===== config.mk =====
export PLATFORM = sky130hd
export DESIGN_NAME = adc_host
export DESIGN_NICKNAME = d
export VERILOG_FILES = /design/src/adc_host_pkg.sv /design/src/adc_host.sv
export VERILOG_INCLUDE_DIRS = /design/src
export SDC_FILE = /design/constraint.sdc
export NUM_CORES = 1
export LEC_CHECK = 0
export ABC_AREA = 1
export BUFFER_PORTS_ARGS = -buffer_cell sky130_fd_sc_hd__buf_2
export CORE_MARGIN = 5
export CORE_UTILIZATION = 59
export DETAILED_ROUTE_END_ITERATION = 6
export PLACE_DENSITY = 0.87
export SYNTH_ARGS = -nofsm -noshare
export SYNTH_HDL_FRONTEND = slang
export SYNTH_SLANG_ARGS = --single-unit

===== constraint.sdc =====
create_clock -name clk_in -period 2.1 [get_ports clk_in]
set_input_delay 0.21 -clock clk_in [delete_from_list [all_inputs] [get_ports clk_in]]
set_output_delay 0.21 -clock clk_in [all_outputs]
set_load 0.01 [all_outputs]

===== src/adc_host_consts.svh =====
// Timing and width constants for the two-step converter host controller.
// Assumes a 100 MHz system clock.
`ifndef ADC_HOST_CONSTS_SVH
`define ADC_HOST_CONSTS_SVH
`define CLK_PERIOD_NS 10
`define SAMPLE_LOW_NS 250
`define SAMPLE_LOW_CYC ((`SAMPLE_LOW_NS + `CLK_PERIOD_NS - 1) / `CLK_PERIOD_NS)
`define MUX_SETUP_NS 75
`define MUX_SETUP_CYC ((`MUX_SETUP_NS + `CLK_PERIOD_NS - 1) / `CLK_PERIOD_NS)
`define MUX_HOLD_NS 40
`define MUX_HOLD_CYC ((`MUX_HOLD_NS + `CLK_PERIOD_NS - 1) / `CLK_PERIOD_NS)
`define ACCESS_NS 60
`define ACCESS_CYC ((`ACCESS_NS + `CLK_PERIOD_NS - 1) / `CLK_PERIOD_NS)
`define RECOVER_NS 50
`define RECOVER_CYC ((`RECOVER_NS + `CLK_PERIOD_NS - 1) / `CLK_PERIOD_NS)
`define EOC_TIMEOUT_NS 2000
`define EOC_TIMEOUT_CYC (`EOC_TIMEOUT_NS / `CLK_PERIOD_NS)
`define RESULT_BITS 10
`define COUNT_BITS 8
`define COUNT_ZERO 8'h00
`define COUNT_ONE 8'h01
`endif


===== src/adc_host_pkg.sv =====
// Types shared by the converter host controller.
// Assumes nothing beyond a SystemVerilog compiler.
`default_nettype none
package adc_host_pkg;
  typedef enum logic {
    mode_strobe,
    mode_read
  } conv_mode_t;
  typedef enum logic [2:0] {
    st_idle,
    st_setup,
    st_sample,
    st_wait_eoc,
    st_access,
    st_recover
  } host_state_t;
endpackage
`default_nettype wire


===== src/adc_host.sv =====
// Host controller that sequences conversions of the two-step converter.
// Assumes the converter pins are wired directly; end of conversion is
// asynchronous and is synchronised here.
//
// Notes on behaviour
// Sample strobe is held low at least 250 ns in strobe mode.
// Converter latches coarse result on strobe rise and starts fine step.
// End flag falls about 600 ns after strobe rises in strobe mode.
// Chip select is held low whenever either strobe must take effect.
// Converter samples only while chip select and sample strobe are low.
// Converter drives data only while chip select and read are low.
// End flag returns high on the rising edge of read.
// Channel selects are held valid around the sample strobe fall.
// Two select bits pick one of four inputs, high bit first.
// One select bit picks one of two inputs.
// In read mode both strobes are joined and driven low together.
// In read mode an internal timer ends coarse step by itself.
// In read mode end flag falls about 850 ns after strobes fall.
// Result has ten bits formed in two steps, six then four.
// Upper six bits come from estimator and first comparator step.
// Complete result is latched as one word after the second step.
// Data shows previous result until end flag falls.
// Data pins float except while chip select and read are low.
`include "adc_host_consts.svh"
`default_nettype none
module adc_host #(
  parameter int unsigned TIMEOUT_CYC = `EOC_TIMEOUT_CYC
) (
  input wire logic clk_in,
  input wire logic resetn_in,
  input wire logic start_in,
  input wire adc_host_pkg::conv_mode_t mode_in,
  input wire logic [1:0] channel_in,
  input wire logic eoc_n_in,
  input wire logic [`RESULT_BITS-1:0] data_in,
  output logic chip_select_n_out,
  output logic sample_n_out,
  output logic read_n_out,
  output logic channel_select_low_out,
  output logic channel_select_high_out,
  output logic [`RESULT_BITS-1:0] result_out,
  output logic result_valid_out,
  output logic timeout_out,
  output logic busy_out
);
  import adc_host_pkg::*;

  logic eoc_meta;
  logic eoc_sync;
  host_state_t state;
  host_state_t next_state;
  conv_mode_t mode;
  conv_mode_t next_mode;
  logic [15:0] count;
  logic [15:0] next_count;
  logic [15:0] wait_count;
  logic [15:0] next_wait_count;
  logic [1:0] channel;
  logic [1:0] next_channel;
  logic cs_n, next_cs_n, s_n, next_s_n, rd_n, next_rd_n;
  logic [`RESULT_BITS-1:0] result, next_result;
  logic valid, next_valid, tmo, next_tmo;
  logic busy_q, next_busy;
  logic [`RESULT_BITS-1:0] data_meta, data_sync;

  // The end flag and the data bus are asynchronous pins; two flops each.
  // The data bus settles well before capture, so its lag costs nothing.
  always_ff @(posedge clk_in or negedge resetn_in) begin
    if (!resetn_in) begin
      eoc_meta <= 1'b1;
      eoc_sync <= 1'b1;
      data_meta <= '0;
      data_sync <= '0;
    end else begin
      eoc_meta <= eoc_n_in;
      eoc_sync <= eoc_meta;
      data_meta <= data_in;
      data_sync <= data_meta;
    end
  end

  function automatic logic [15:0] cyc(input int unsigned n);
    cyc = 16'(n);
  endfunction

  always_comb begin
    next_state = state;
    next_mode = mode;
    next_count = count;
    next_wait_count = wait_count;
    next_channel = channel;
    next_cs_n = cs_n;
    next_s_n = s_n;
    next_rd_n = rd_n;
    next_result = result;
    next_valid = 1'b0;
    next_tmo = 1'b0;
    if (count != 16'h0000) begin
      next_count = count - 16'h0001;
    end
    unique case (state)
      st_idle: begin
        if (start_in) begin
          next_mode = mode_in;
          next_channel = channel_in;
          next_cs_n = 1'b0;
          next_count = cyc(`MUX_SETUP_CYC);
          next_state = st_setup;
        end
      end
      st_setup: begin
        if (count == 16'h0000) begin
          next_s_n = 1'b0;
          if (mode == mode_read) begin
            next_rd_n = 1'b0;
          end
          next_count = cyc(`SAMPLE_LOW_CYC);
          next_state = st_sample;
        end
      end
      st_sample: begin
        if (mode == mode_read) begin
          // Strobes stay low; the converter times the conversion. R12
          next_wait_count = 16'h0000;
          next_state = st_wait_eoc;
        end else if (count == 16'h0000) begin
          next_s_n = 1'b1;
          next_wait_count = 16'h0000;
          next_state = st_wait_eoc;
        end
      end
      st_wait_eoc: begin
        next_wait_count = wait_count + 16'h0001;
        if (!eoc_sync) begin
          next_rd_n = 1'b0;
          next_count = cyc(`ACCESS_CYC);
          next_state = st_access;
        end else if (wait_count >= cyc(TIMEOUT_CYC)) begin
          next_tmo = 1'b1;
          next_cs_n = 1'b1;
          next_s_n = 1'b1;
          next_rd_n = 1'b1;
          next_count = cyc(`RECOVER_CYC);
          next_state = st_recover;
        end
      end
      st_access: begin
        if (count == 16'h0000) begin
          next_result = data_sync;
          next_valid = 1'b1;
          next_rd_n = 1'b1;
          next_s_n = 1'b1;
          next_cs_n = 1'b1;
          next_count = cyc(`RECOVER_CYC);
          next_state = st_recover;
        end
      end
      st_recover: begin
        // Channel selects are held here to cover the converter hold time.
        if (count == 16'h0000) begin
          next_state = st_idle;
        end
      end
      default: next_state = st_idle;
    endcase
    next_busy = (next_state != st_idle);
  end

  always_ff @(posedge clk_in or negedge resetn_in) begin
    if (!resetn_in) begin
      state <= st_idle;
      mode <= mode_strobe;
      count <= 16'h0000;
      wait_count <= 16'h0000;
      channel <= 2'h0;
      cs_n <= 1'b1;
      s_n <= 1'b1;
      rd_n <= 1'b1;
      result <= '0;
      valid <= 1'b0;
      tmo <= 1'b0;
      busy_q <= 1'b0;
    end else begin
      state <= next_state;
      mode <= next_mode;
      count <= next_count;
      wait_count <= next_wait_count;
      channel <= next_channel;
      cs_n <= next_cs_n;
      s_n <= next_s_n;
      rd_n <= next_rd_n;
      result <= next_result;
      valid <= next_valid;
      tmo <= next_tmo;
      busy_q <= next_busy;
    end
  end

  assign chip_select_n_out = cs_n;
  assign sample_n_out = s_n;
  assign read_n_out = rd_n;
  assign channel_select_low_out = channel[0];
  assign channel_select_high_out = channel[1];
  assign result_out = result;
  assign result_valid_out = valid;
  assign timeout_out = tmo;
  assign busy_out = busy_q;

  // Strobe low time in strobe mode is at least the sample time.
  logic [15:0] s_low_cnt;
  always_ff @(posedge clk_in or negedge resetn_in) begin
    if (!resetn_in) begin
      s_low_cnt <= 16'h0000;
    end else begin
      s_low_cnt <= s_n ? 16'h0000 : s_low_cnt + 16'h0001;
    end
  end

  a_sample_low_time: assert property (
    @(posedge clk_in) disable iff (!resetn_in)
    (mode == mode_strobe && $rose(s_n)) |->
      $past(s_low_cnt) >= cyc(`SAMPLE_LOW_CYC))
    else $error("sample strobe released too early");

  a_strobe_needs_cs: assert property (
    @(posedge clk_in) disable iff (!resetn_in)
    (!s_n || !rd_n) |-> !cs_n)
    else $error("strobe low without chip select");

  a_read_joined: assert property (
    @(posedge clk_in) disable iff (!resetn_in)
    (mode == mode_read && state inside {st_sample, st_wait_eoc}) |->
      (s_n == rd_n))
    else $error("joined strobes differ in read mode");

  a_channel_stable: assert property (
    @(posedge clk_in) disable iff (!resetn_in)
    (state != st_idle) |=> $stable(channel) || $past(state) == st_idle)
    else $error("channel select changed during conversion");

  a_read_waits_eoc: assert property (
    @(posedge clk_in) disable iff (!resetn_in)
    (mode == mode_strobe && $fell(rd_n)) |-> !$past(eoc_sync))
    else $error("read started before end of conversion");

  a_capture_after_rd: assert property (
    @(posedge clk_in) disable iff (!resetn_in)
    valid |-> !$past(rd_n) && !$past(cs_n))
    else $error("result captured without read window");

  a_rd_release: assert property (
    @(posedge clk_in) disable iff (!resetn_in)
    $rose(rd_n) |-> valid || tmo)
    else $error("read released without capture or timeout");

  a_setup_before_s: assert property (
    @(posedge clk_in) disable iff (!resetn_in)
    $fell(s_n) |-> $past(state, 2) == st_setup)
    else $error("sample strobe fell without setup time");

  c_strobe_conv: cover property (@(posedge clk_in) disable iff (!resetn_in)
    mode == mode_strobe && valid);
  c_read_conv: cover property (@(posedge clk_in) disable iff (!resetn_in)
    mode == mode_read && valid);
  c_timeout: cover property (@(posedge clk_in) disable iff (!resetn_in)
    tmo);
endmodule // adc_host
`default_nettype wire


* Word level (Yosys, flattened, before mapping)
Cells that the tools add are included.
** Operators by class
- Order comparisons :: 1
- Reductions and logical operators :: 14
- Eq/ne operators :: 14
- Add/subtract/negate cells :: 2
- Muxes and demuxes :: 37
** Operator list (count)
- 16-bit two-way mux :: 8
- 16-bit case mux with 4 select lines :: 1
- 16-bit case mux with 2 select lines :: 1
- 3-bit two-way mux :: 8
- 3-bit case mux with 6 select lines :: 1
- 16-bit by 1-bit adder with 16-bit output, second input constant :: 1
- 16-bit by 8-bit >= comparator with 1-bit output, second input constant :: 1
- 16-bit zero test :: 1
- 16-bit nonzero test :: 1
- 16-bit by 1-bit subtractor with 16-bit output, second input constant :: 1
- 1-bit two-way mux :: 15
- 5-bit AND reduction :: 3
- 2-bit inequality test, second input constant :: 7
- 3-bit nonzero test :: 3
- 3-bit by 2-bit == test with 1-bit output, second input constant :: 2
- 3-bit == test, second input constant :: 2
- 3-bit inequality test, second input constant :: 2
- 1-bit case mux with 3 select lines :: 2
- 2-bit AND reduction :: 3
- 1-bit case mux with 4 select lines :: 1
- 4-bit nonzero test :: 1
- 3-bit by 1-bit == test with 1-bit output, second input constant :: 1
- 3-bit zero test :: 1
- 2-bit nonzero test :: 1
** Storage, ports and cells
- Input port bits :: 17
- Word-level logic and storage cells :: 84
- Register bits :: 76

* Longest topological paths before layout
- Word-level depth :: 5
- Mapped depth :: 11

* Worst setup path before layout
No wires, ideal clock.
- Path kind :: flip-flop to flip-flop
- From :: reg count[0]
- To :: reg count[0]
- Setup slack :: 0.489 ns
- Cell stages (with the launch flop) :: 9
- Clock period less this slack :: 1.611 ns
- Required time :: 1.961 ns
- Library setup time :: 0.139 ns
- Arrival time :: 1.472 ns
- Cells stage by stage :: dfrtp_1 -> inv_1 -> ha_1 -> nand3_1 -> nor2_4 -> nand2_4 -> ha_1 -> o21ai_0 -> o221ai_1
** Between the ends
- Longest elaborated chain between the ends :: 5
- Elaborated cells between the ends (all ways) :: 10
** RTL lines
- start, declared :: RTL line adc_host.sv:54 : logic [15:0] count;
- start signal, assigned :: RTL line adc_host.sv:186 : count <= next_count;
- 16-bit by 1-bit subtractor with 16-bit output or 16-bit nonzero test (tied branches) :: RTL line adc_host.sv:99, adc_host.sv:98
- 16-bit two-way mux :: RTL line adc_host.sv:98 : if (count != 16'h0000) begin
- 16-bit two-way mux :: RTL line adc_host.sv:138 : end else if (wait_count >= cyc(TIMEOUT_CYC)) begin
- 16-bit two-way mux :: RTL line adc_host.sv:134 : if (!eoc_sync) begin
- 16-bit case mux with 4 select lines (*) :: RTL line adc_host.sv:101 : unique case (state)
- net next_count[0] :: RTL line adc_host.sv:55 : logic [15:0] next_count;
Mark *: on every way through the listed nets, which the timed path passes. The rest lies on a longest branch.
A chain may end at the register's enable or synchronous reset.

* Worst setup path in the final report
- From :: reg count[0]
- To :: reg count[12]
Same word-level chain as after synthesis.

==> results.sh <==
export IMPL_cts_root_buf="clkbuf_8"
export IMPL_clock_latency_ps=350
export IMPL_fillers=485
export IMPL_grt_first_pass_wirelength_mm=15.21
export IMPL_grt_pass1_vias=3375
export IMPL_ys_ff_latch=76
export IMPL_reg2reg_depth=9
export IMPL_antenna_left=0
export IMPL_remaining_drc_errors=0
export IMPL_tns_ps=0
export IMPL_hp_class="in2reg"
export IMPL_power_share_clock_pct=39.7
export IMPL_drtPass1Iterations=6
export IMPL_cts_sinks=76
export IMPL_r2r_start="count[0]$_DFF_PN0_"
export IMPL_syn_nets=468
export IMPL_pwr_share_comb_pct=2.6
export IMPL_fmax_ghz=0.5281
export IMPL_power_w=0.002584
export IMPL_path_class="reg2reg"
export IMPL_r2r_end="count[12]$_DFF_PN0_"
export IMPL_async_flop_share_pct=100.0
export IMPL_yosysTopAreaCell="dfrtp_1"
export IMPL_h_tree_depth=3
export IMPL_start_kind="register"
export IMPL_critical_path_required_ps=2320
export IMPL_final_hold_viol_count=0
export IMPL_wl_per_cell_um=14.46
export IMPL_synth_edff_count=0
export IMPL_cts_buffers=9
export IMPL_track_usage_pct=24.75
export IMPL_core_um2=6241
export IMPL_cts_tree="built"
export IMPL_hold_end="channel[1]$_DFFE_PN0P_"
export IMPL_grt_antenna_before_repair=0
export IMPL_grt_setup_unrepaired="no"
export IMPL_worst_pin_slew_ps=584.6
export IMPL_power_density_nw_per_um2=601.3
export IMPL_status="finished, final reports clean"
export IMPL_min_path_cells=2
export IMPL_routed_wirelength_mm=8.433
export IMPL_power_frac_seq_pct=57.7
export IMPL_viasPerCell=5.458
export IMPL_intPower_w=0.001960
export IMPL_fin_worst_skew_ps=11.75
export IMPL_yosysSeqAreaShare_pct=51.17
export IMPL_fin_ws_ps=206.5
export IMPL_rrSetupSlack_ps=210
export IMPL_min_delay_start="channel_in[1]"
export IMPL_diodes=0
export IMPL_syn_inst=446
export IMPL_final_setup_viol_count=0
export IMPL_yosys_top_cells_area="dfrtp_1 48%, nand2_1 12%, nand3_1 5.9%"
export IMPL_syn_area_per_cell_um2=8.360
export IMPL_rows=29
export IMPL_finalNetCount=523
export IMPL_gp_congestion=0.9077
export IMPL_multi_input_area_um2=1605
export IMPL_switching_power_w=0.0006243
export IMPL_syn_area_um2=3729
export IMPL_die_x_um=89.50
export IMPL_maxCapViolCount=0
export IMPL_crit_arrival_ps=2110
export IMPL_post_cts_buffers=0
export IMPL_io_pins=35
export IMPL_p_leak_nw=2.104
export IMPL_dp_slack_ps=235.8
export IMPL_area_growth_syn_to_layout_pct=15.27
export IMPL_dr_first_iter_drc_count=232
export IMPL_grt_max_degree=45
export IMPL_cts_buffer_depth=2
export IMPL_ir_drop_mv=0.5179
export IMPL_path_max_fanout=11
export IMPL_portBuffers=34
export IMPL_clkTransAtPathRegs_ps=90
export IMPL_seqCellArea_um2=1908
export IMPL_via_count=3182
export IMPL_drive_above_1_share_pct=20.16
export IMPL_synth_top_area_share_pct=47.65
export IMPL_fp_dieH_um=89.50
export IMPL_slew_violations=0
export IMPL_fin_crit_sh_pct=90.17
export IMPL_swShare_pct=24.16
export IMPL_initial_core_util_pct=59.74
export IMPL_fin_crit_ps=1893
export IMPL_synth_ff_type="dfrtp_1"
export IMPL_die_area_um2=8009
export IMPL_dp_final_hpwl_mm=6.000
export IMPL_endpoint_kind="register"
export IMPL_yosys_warnings=0
export IMPL_overflow=0
export IMPL_synthDistinctLibCells=34
export IMPL_max_slew_margin_pct=61.02
-- timing repair --
action / CTS / global route
hold endpoints to repair: 50 / 0
hold buffers: 12 / 0
resized for setup: 0 / 0
-- per-layer routing --
layer	wire, um	track usage, %
met1	3352	28.94
met2	4422	44.01
met3	472	5.069
met4	184	10.42
met5	0	0
-- sequential cells by signal, indices dropped and copies added, names as in the netlist --
register,count
busy_out,1
channel,2
chip_select_n_out,1
count,16
data_meta,10
data_sync,10
eoc_meta,1
eoc_sync,1
mode,1
read_n_out,1
result_out,10
result_valid_out,1
sample_n_out,1
state,3
timeout_out,1
wait_count,16
-- power by group through the flow --
stage / clock network [W] / registers, W / logic [W]
floorplan: 0 / 0.00152 / 0.00000186
global placement: 0 / 0.00152 / 0.0000492
detailed placement: 0 / 0.00152 / 0.0000511
CTS: 0.00105 / 0.00149 / 0.0000687
global route: 0.00112 / 0.00149 / 0.0000769
finish: 0.00103 / 0.00149 / 0.0000666
-- worst max-delay path, cell delays in order (launching register included) --
cell and delay, ps:
dfrtp_1 420, inv_1 110, ha_1 210, nand3_1 130, nor2_4 170, nand2_4 110, nand2_4 90, nand2_2 60
nor2_4 360, nor2_1 90
-- cell usage in the layout (no fill, tap or decap), drive strengths merged, types with 4 or more instances in the layout --
cell type    synthesis  routed
dfstp                5       5
inv                 45      49
nand2              129     129
dlygate4sd3          0      12
buf                  6      38
nor2                71      71
a21oi                8       8
ha                   5       5
dfrtp               71      71
xor2                 4       4
or2                  4       4
clkbuf               0       9
nand4                7       7
nand3b               4       4
o21ai               24      24
nand3               46      46
-- cell families after synthesis --
kind of cell / synth area share (%)
AND/OR/NAND/NOR: 33.36
multiplexers: 0.6040
buffers and inverters: 5.772
adder cells (fa/ha/maj): 1.678
flip-flops: 51.17
XOR/XNOR: 0.9395
AO/OA/AOI/OAI: 6.476
-- through the flow --
| stage | util (%) | hold slack [ps] | instance area [um^2] | cells |
|---|---|---|---|---|
| after floorplan | - | -85.59 | 3729 | 446 |
| after global placement | 64.05 | 240.1 | 3998 | 555 |
| after detailed placement | 64.05 | 249.6 | 3998 | 555 |
| after CTS | 68.87 | 78.05 | 4298 | 583 |
| after global routing | 68.87 | 75.45 | 4298 | 583 |
| final | 68.87 | 95.30 | 4298 | 583 |
-- worst max-delay path by stage --
stage                  startpoint                   to  slack, ps  depth (start not counted)
2_1_floorplan  count[0]$_DFF_PN0_   count[0]$_DFF_PN0_        490                          8
3_3_place_gp   count[0]$_DFF_PN0_  count[12]$_DFF_PN0_        300                          9
3_5_place_dp   count[0]$_DFF_PN0_  count[12]$_DFF_PN0_        240                          9
4_1_cts        count[0]$_DFF_PN0_  count[12]$_DFF_PN0_        210                          9
5_1_grt        count[0]$_DFF_PN0_  count[12]$_DFF_PN0_         70                          9
6_report       count[0]$_DFF_PN0_  count[12]$_DFF_PN0_        210                          9
-- area by class of cell --
| class | instances | share of cell area (%) |
|---|---|---|
| clock inverters | 7 | 1.310 |
| inverters | 46 | 4.017 |
| clock buffers | 9 | 2.882 |
| multi-input cells | 318 | 37.35 |
| repair buffers | 50 | 7.802 |
| well taps | 77 | 2.242 |
| flip-flops and latches | 76 | 44.40 |
-- cells in the mapped netlist (2+ instances only) --
cell type,instances
inv_1,44
nand2_4,2
nand3b_1,4
nor3_1,2
ha_1,5
a21oi_1,8
buf_2,4
nand4_1,7
dfstp_2,5
nor2_1,49
o22ai_1,2
o21bai_1,3
dfrtp_1,71
mux2_2,2
o211ai_1,3
nor2_2,15
nor2_4,7
o21ai_1,3
nand2_2,10
nand3_1,44
o21ai_0,21
xor2_1,4
nand2_1,117
or2_2,4
(Power assumes the default switching activity.)
